File: config.mk
export PLATFORM = sky130hd
export DESIGN_NAME = private_vlan_forward_mask
export DESIGN_NICKNAME = d
export VERILOG_FILES = /design/src/logic/private_vlan_forward_mask.v
export VERILOG_INCLUDE_DIRS = /design/src /design/src/logic
export SDC_FILE = /design/constraint.sdc
export NUM_CORES = 2
export LEC_CHECK = 0
export BUFFER_PORTS_ARGS = -buffer_cell sky130_fd_sc_hd__buf_2
export CORE_MARGIN = 2
export CORE_UTILIZATION = 40
export DETAILED_ROUTE_END_ITERATION = 16
export PLACE_DENSITY_LB_ADDON = 0.05
export SLEW_MARGIN = 20
export SYNTH_ARGS = -nofsm -noshare
export SYNTH_HDL_FRONTEND = slang
export SYNTH_SLANG_ARGS = --single-unit
File: constraint.sdc
create_clock -name ref_clk_in -period 3.8 [get_ports ref_clk_in]
set_input_delay 0.19 -clock ref_clk_in [delete_from_list [all_inputs] [get_ports ref_clk_in]]
set_output_delay 0.19 -clock ref_clk_in [all_outputs]
set_load 0.005 [all_outputs]
File: src/logic/pvlan_defines.vh
// Constants for the private VLAN forwarding mask block
`ifndef PVLAN_DEFINES_VH
`define PVLAN_DEFINES_VH
`define NPORTS 20
`define PIDX_W 5
`define PV_ID_MAX 5'h14
`define VID_W 12
`define DEFAULT_VID 12'h001
`define DEFAULT_PVLAN 5'h01
`endif

File: src/logic/private_vlan_forward_mask.v
// Private VLAN forwarding mask, tag decision and private VLAN table
`timescale 1ns/1ps
`include "pvlan_defines.vh"
module private_vlan_forward_mask (
	input wire ref_clk_in,
	input wire arst_n_in,
	// Per-port configuration
	input wire [`NPORTS-1:0] cfg_isolate_in,
	input wire [`NPORTS-1:0] cfg_vlan_aware_in,
	input wire [`NPORTS-1:0] cfg_ingress_filter_in,
	input wire [`NPORTS-1:0] cfg_tagged_only_in,
	input wire cfg_write_in,
	input wire cfg_commit_in,
	// Private VLAN table edit port
	input wire pv_write_in,
	input wire [`PIDX_W-1:0] pv_id_in,
	input wire [`NPORTS-1:0] pv_mask_in,
	input wire pv_delete_in,
	// Default VLAN edit port
	input wire port_default_vlan_id_write_in,
	input wire [`PIDX_W-1:0] port_default_vlan_id_port_in,
	input wire [`VID_W-1:0] port_default_vlan_id_value_in,
	// Frame lookup request
	input wire frm_valid_in,
	input wire [`PIDX_W-1:0] frm_port_in,
	input wire frm_tagged_in,
	input wire [`VID_W-1:0] frm_tag_vid_in,
	// Answer from the VLAN lookup for the classified id
	input wire [`NPORTS-1:0] vlan_member_in,
	input wire [`NPORTS-1:0] vlan_untag_in,
	input wire [`NPORTS-1:0] src_vlan_any_in,
	output reg [`VID_W-1:0] lookup_vid_out,
	output reg pv_reject_out,
	output reg [`NPORTS-1:0] isolate_out,
	output reg fwd_valid_out,
	output reg fwd_drop_out,
	output reg [`NPORTS-1:0] fwd_mask_out,
	output reg [`NPORTS-1:0] fwd_strip_out,
	output reg [`VID_W-1:0] fwd_vid_out
);

// --------------------------------------------------
// Configuration state
// --------------------------------------------------
reg [`NPORTS-1:0] pv_tab_q [1:`NPORTS];
reg [`NPORTS-1:0] pv_shadow_q [1:`NPORTS];
reg [`VID_W-1:0] port_default_vlan_id_q [0:`NPORTS-1];
reg [`NPORTS-1:0] aware_q;
reg [`NPORTS-1:0] filt_q;
reg [`NPORTS-1:0] tonly_q;

// --------------------------------------------------
// Decode of the current request
// --------------------------------------------------
wire pv_id_ok;
wire pv_id_nonzero;
wire pv_id_in_range;
wire [`NPORTS-1:0] src_bit;
wire [`NPORTS-1:0] pv_union;
wire [`NPORTS-1:0] promisc_set;
wire [`NPORTS-1:0] vlan_dest;
wire [`NPORTS-1:0] pv_dest;
wire src_isolated;
wire src_aware;
wire src_filtered;
wire src_tagged_only;
wire src_in_pvlan;
wire src_in_vlan;
wire src_in_member;
reg [`NPORTS-1:0] pv_src_mask;
reg [`NPORTS-1:0] mask_d;
reg [`NPORTS-1:0] strip_d;
reg drop_d;
reg [`VID_W-1:0] vid_d;
integer k;

// Ids run 1..NPORTS, while port numbers run 0..NPORTS-1; id 0 has no row
assign pv_id_nonzero = (pv_id_in != 5'h00);
assign pv_id_in_range = (pv_id_in <= `PV_ID_MAX);
assign pv_id_ok = pv_id_nonzero && pv_id_in_range;

assign src_bit = {{(`NPORTS-1){1'b0}}, 1'b1} << frm_port_in;
assign promisc_set = ~isolate_out;

assign src_isolated = |(isolate_out & src_bit);
assign src_aware = |(aware_q & src_bit);
assign src_filtered = |(filt_q & src_bit);
assign src_tagged_only = |(tonly_q & src_bit);
assign src_in_pvlan = |(pv_union & src_bit);
assign src_in_vlan = |src_vlan_any_in;
assign src_in_member = |(vlan_member_in & src_bit);

// --------------------------------------------------
// Private VLAN table and default VLAN ids
// --------------------------------------------------
genvar g;
generate
	for (g = 1; g <= `NPORTS; g = g + 1) begin : g_pv
		// Shadow edits apply to the live table only at commit
		always @(posedge ref_clk_in or negedge arst_n_in) begin
			if (!arst_n_in) begin
				pv_tab_q[g] <= (g == 1) ? {`NPORTS{1'b1}} :
					{`NPORTS{1'b0}};
				pv_shadow_q[g] <= (g == 1) ? {`NPORTS{1'b1}} :
					{`NPORTS{1'b0}};
			end else begin
				if (pv_write_in && pv_id_ok && pv_id_in == g) begin
					// Deleted entry is empty; a written entry takes pv_mask_in
					pv_shadow_q[g] <= pv_delete_in ?
						{`NPORTS{1'b0}} : pv_mask_in;
				end
				if (cfg_commit_in) begin
					pv_tab_q[g] <= pv_shadow_q[g];
				end
			end
		end
	end
	for (g = 0; g < `NPORTS; g = g + 1) begin : g_port
		// A zero id is no VLAN; it is ignored, the old id stays
		always @(posedge ref_clk_in or negedge arst_n_in) begin
			if (!arst_n_in) begin
				port_default_vlan_id_q[g] <= `DEFAULT_VID;
			end else if (port_default_vlan_id_write_in && port_default_vlan_id_port_in == g &&
				port_default_vlan_id_value_in != 12'h000) begin
				port_default_vlan_id_q[g] <= port_default_vlan_id_value_in;
			end
		end
	end
endgenerate

// --------------------------------------------------
// Private VLAN membership of each port
// --------------------------------------------------
generate
	for (g = 0; g < `NPORTS; g = g + 1) begin : g_union
		wire [`NPORTS-1:0] col;
		genvar h;
		for (h = 1; h <= `NPORTS; h = h + 1) begin : g_col
			assign col[h-1] = pv_tab_q[h][g];
		end
		assign pv_union[g] = |col;
	end
endgenerate

// Ports sharing at least one private VLAN with the source
always @* begin
	pv_src_mask = {`NPORTS{1'b0}};
	for (k = 1; k <= `NPORTS; k = k + 1) begin
		if (|(pv_tab_q[k] & src_bit)) begin
			pv_src_mask = pv_src_mask | pv_tab_q[k];
		end
	end
end

// --------------------------------------------------
// Destination candidates per port
// --------------------------------------------------
generate
	for (g = 0; g < `NPORTS; g = g + 1) begin : g_dest
		// Promiscuous sources see the VLAN mask alone
		assign vlan_dest[g] = vlan_member_in[g] &&
			!src_bit[g];
		// Isolated sources reach only promiscuous group members
		assign pv_dest[g] = vlan_dest[g] && pv_src_mask[g] &&
			promisc_set[g];
	end
endgenerate

// --------------------------------------------------
// Classification, registered into lookup_vid_out for the VLAN lookup
// --------------------------------------------------
always @* begin
	vid_d = port_default_vlan_id_q[frm_port_in];
	if (src_aware && frm_tagged_in) begin
		vid_d = frm_tag_vid_in;
	end
end

// --------------------------------------------------
// Forward or drop decision
// --------------------------------------------------
always @* begin
	drop_d = 1'b0;
	if (src_isolated) begin
		mask_d = pv_dest;
	end else begin
		mask_d = vlan_dest;
	end
	if (!src_in_vlan || !src_in_pvlan) begin
		drop_d = 1'b1;
	end
	if (src_filtered && !src_in_member) begin
		drop_d = 1'b1;
	end
	if (src_tagged_only && !frm_tagged_in) begin
		drop_d = 1'b1;
	end
	if (mask_d == {`NPORTS{1'b0}}) begin
		drop_d = 1'b1;
	end
	// A dropped frame must not leak a partial mask downstream
	if (drop_d) begin
		mask_d = {`NPORTS{1'b0}};
	end
end

// Strip on untagged members, keep tag elsewhere
always @* begin
	strip_d = mask_d & vlan_untag_in;
end

// --------------------------------------------------
// Port settings
// --------------------------------------------------
always @(posedge ref_clk_in or negedge arst_n_in) begin
	if (!arst_n_in) begin
		isolate_out <= {`NPORTS{1'b0}};
		aware_q <= {`NPORTS{1'b0}};
		filt_q <= {`NPORTS{1'b0}};
		tonly_q <= {`NPORTS{1'b0}};
	end else if (cfg_write_in) begin
		isolate_out <= cfg_isolate_in;
		aware_q <= cfg_vlan_aware_in;
		filt_q <= cfg_ingress_filter_in;
		tonly_q <= cfg_tagged_only_in;
	end
end

// --------------------------------------------------
// Table edit status
// --------------------------------------------------
always @(posedge ref_clk_in or negedge arst_n_in) begin
	if (!arst_n_in) begin
		pv_reject_out <= 1'b0;
	end else begin
		pv_reject_out <= pv_write_in && !pv_id_ok;
	end
end

// --------------------------------------------------
// Classified id seen by the lookup, one cycle late
// --------------------------------------------------
always @(posedge ref_clk_in or negedge arst_n_in) begin
	if (!arst_n_in) begin
		lookup_vid_out <= `DEFAULT_VID;
	end else begin
		lookup_vid_out <= vid_d;
	end
end

// --------------------------------------------------
// Forwarding result
// --------------------------------------------------
always @(posedge ref_clk_in or negedge arst_n_in) begin
	if (!arst_n_in) begin
		fwd_valid_out <= 1'b0;
		fwd_drop_out <= 1'b0;
		fwd_mask_out <= {`NPORTS{1'b0}};
		fwd_strip_out <= {`NPORTS{1'b0}};
	end else begin
		fwd_valid_out <= frm_valid_in;
		fwd_drop_out <= frm_valid_in && drop_d;
		if (frm_valid_in) begin
			fwd_mask_out <= mask_d;
			fwd_strip_out <= strip_d;
		end else begin
			fwd_mask_out <= {`NPORTS{1'b0}};
			fwd_strip_out <= {`NPORTS{1'b0}};
		end
	end
end

// Id held until the next frame so egress can read it late
always @(posedge ref_clk_in or negedge arst_n_in) begin
	if (!arst_n_in) begin
		fwd_vid_out <= `DEFAULT_VID;
	end else if (frm_valid_in) begin
		fwd_vid_out <= vid_d;
	end
end

endmodule // private_vlan_forward_mask

==> results.cfg <==
[status]
status = finished, violations left
violations = negative setup slack

[finish]
drive_gt1_frac = 0.4129
final_cell_area_um2 = 67510
areaGrowthSynthToFinish_pct = 28.50
fin_nets = 5520
stdcell_count = 7164
nFillCells = 11518

[route]
first_iter_violations = 4979
drc = 0
via_per_inst = 6.033
num_vias = 43217
ant_nets = 0
wl_mm = 259.1
dr.pass1.iters = 9
wl_per_cell_um = 36.16

[global_routing]
grtUsageMet3 = 0.08219
gr-total-overflow = 0
use_met1 = 0.5607
met2_usage = 0.5572
antenna_found_initial = 25
grt_max_degree = 128
top_usage_layer = met1
grt_usage = 0.3834
grt_pass1_vias = 42466
grt_pass1_wl_mm = 357.6

[worst_setup_path]
cp.arrival_ps = 4650
worstPathRequired_ps = 4510
crit_cells = 12
crit_top_cell = nand4_1
critPathMaxStageDelay_ps = 620
path_class = reg2reg
reg2reg_slack_ps = -140
reg2regPathDepth = 12
crit_family = simple AND/OR/NAND/NOR gates
cp-start-kind = flop
cp-end-kind = flop
crit_buf_inv = 2
cp_slowest_cell = or4_4
cp_cell_sequence = a22o_4 -> a22oi_2 -> nand4_1 -> or4_4 -> buf_12 -> a222oi_1 -> nand4_1 -> o2111ai_2 -> buf_4 -> nand4_1 -> nor3_2 -> a22o_1
crit_fanout = 2

[synthesis]
synth_top_area_cell = dfrtp_1
async_flop_share = 1.000
synthesis.nets = 4552
synth_seq_cells = 1187
ys_warn_count = 0
yosysMostFrequentCell = dfrtp_1
synth_commonest_cells = dfrtp_1 (1125), mux2_2 (729), nand2_1 (517)
synth.area.top_cells = dfrtp_1 (54%), mux2_2 (16%), o21ai_0 (4.1%)
yosysSeqAreaShare = 0.5668
yosysUniqueCellTypes = 72
ys.flop_type = dfrtp_1
avgSynthCellArea_um2 = 12.09
synth_edf_count = 0
syn_area_um2 = 52540
synth_top_area_frac = 0.5358
syn_inst = 4344

[sta]
slew_headroom = 0.2341
slew_viol_final = 0
fin_crit_sh = 1.038
period_minus_slack_ps = 3943
fin_skew_ps = 28.42
setup_viol = 8
clock.fmax_ghz = 0.2536
setup_slack_ps = -143.4
final-hold-violation-count = 0
worst_slew_pin_slew_ps = 1149
rsz0062_at_grt = yes

[clock_network]
cts.path.max_buffers = 3
clkTransAtPathRegs_ps = 60
root_buffer = clkbuf_16
cts_max_level = 4
cts_tree = built
cts_buffers = 130
cts_sinks = 1187
insertion_delay_ps = 770

[pwr]
leakage_nw = 31.34
power_frac_seq = 0.456
p_clk_frac = 0.354
power_density_nw_per_um2 = 534.8
switchingPower_w = 0.01099
swShare = 0.3044
p_comb_frac = 0.190
p_int_w = 0.02512
vdd_drop_max_uv = 415.6

[placement]
placed_area_um2 = 61220
io_buffers = 294
gp_congestion = 1.062
hpwl_mm = 196.7
dp.cells = 6766

[floorplanning]
die_h_um = 366.4
dieWidth_um = 366.4
rows = 132
start_util = 0.4042
io_pins = 295
die-area_um2 = 134300
core_area_um2 = 130000

[min_path]
hp-class = in2reg
hold_depth = 2

[run]
maxCapViolCount = 0
## cell families (layout without fill, tap and decap cells)
kind of cell	after synthesis	in the layout	synth area share
flops	1187	1187	0.5668
buf+inv	384	1455	0.03101
compound gates	879	879	0.1092
mux	843	843	0.1954
other cells	0	7	0
simple gates	1051	1051	0.09755
## power by group through the flow
stage / combinational [W] / sequential [W] / clock, W
final: 0.00685 / 0.0165 / 0.0128
after global routing: 0.00719 / 0.0165 / 0.0136
after CTS: 0.00666 / 0.0164 / 0.0130
after detailed placement: 0.00643 / 0.0166 / 0
after global placement: 0.00637 / 0.0165 / 0
after floorplan: 0.00298 / 0.0155 / 0
## state kept, by name, indices dropped and copies added, names as in the netlist
name,count
g_union.col,400
pv_shadow_q,400
port_default_vlan_id_q,240
aware_q,20
filt_q,20
fwd_mask_out,20
fwd_strip_out,20
isolate_out,20
tonly_q,20
fwd_vid_out,12
lookup_vid_out,12
fwd_drop_out,1
fwd_valid_out,1
pv_reject_out,1
## cell usage in the layout, fill, tap and decap left out, types with 45 or more instances in the layout
master,Yosys,layout
dfstp_2,62,62
dlygate4sd3_1,0,142
nand2_1,517,508
o21ai_0,435,435
nor4_1,120,117
mux4_2,73,73
and3_1,45,45
buf_2,51,289
buf_12,0,65
a22o_1,63,62
mux2_2,729,729
a22oi_1,174,170
a221oi_1,50,47
nand3_1,80,73
nor2_1,67,50
dfrtp_1,1125,1113
nand4_1,55,55
buf_4,10,687
clkbuf_16,0,132
## metrics by stage
stage	TNS, ps	hold WS, ps	utilization	power, W	worst slack [ps]
after floorplan	0	-105.6	-	0.01850	685.4
after global placement	-22050	309.9	0.4709	0.02291	-941.5
after detailed placement	-20450	318.0	0.4710	0.02301	-915.4
after CTS	-11.73	2.802	0.5178	0.03603	-11.73
after global routing	-200.7	27.81	0.5193	0.03729	-99.14
final	-430.5	50.23	0.5194	0.03611	-143.4
## cell type report
class	count	area, um2	area share
Antenna cell	7	17.52	0.0002595
Clock buffer	202	3896	0.05771
Clock inverter	33	457.9	0.006783
Inverter	28	105.1	0.001557
Multi-Input combinational cell	2773	21620	0.3202
Sequential cell	1187	29800	0.4414
Tap cell	1742	2180	0.03229
Timing Repair Buffer	1192	9439	0.1398
## path summary, 6_finish.rpt
kind,from,to
max,g_union[8].col[14]$_DFFE_PN0P_,fwd_drop_out$_DFF_PN0_
min,port_default_vlan_id_value_in[3],port_default_vlan_id_q[39]$_DFFE_PN0P_
max reg2reg,g_union[8].col[14]$_DFFE_PN0P_,fwd_drop_out$_DFF_PN0_
min reg2reg,pv_shadow_q[283]$_DFFE_PN0P_,pv_shadow_q[283]$_DFFE_PN0P_
max in group asynchronous,arst_n_in,port_default_vlan_id_q[168]$_DFFE_PN1P_
min in group asynchronous,arst_n_in,pv_shadow_q[260]$_DFFE_PN0P_
## timing repair
item                       in CTS  in global routing
hold endpoints to repair      416                  0
resized for setup              57                 31
buffers inserted               12                  4
hold buffers                  142                  0
pin swaps                      28                 31
gates cloned                    0                  0
setup endpoints to repair      30                  8
## per-layer routing
layer	routed length (um)	vias up
met5	89	-
met4	10610	14
met3	20740	459
met2	111000	2102
met1	116700	22654
li1	-	17988
No activity file was read; power rests on OpenSTA's default activity.
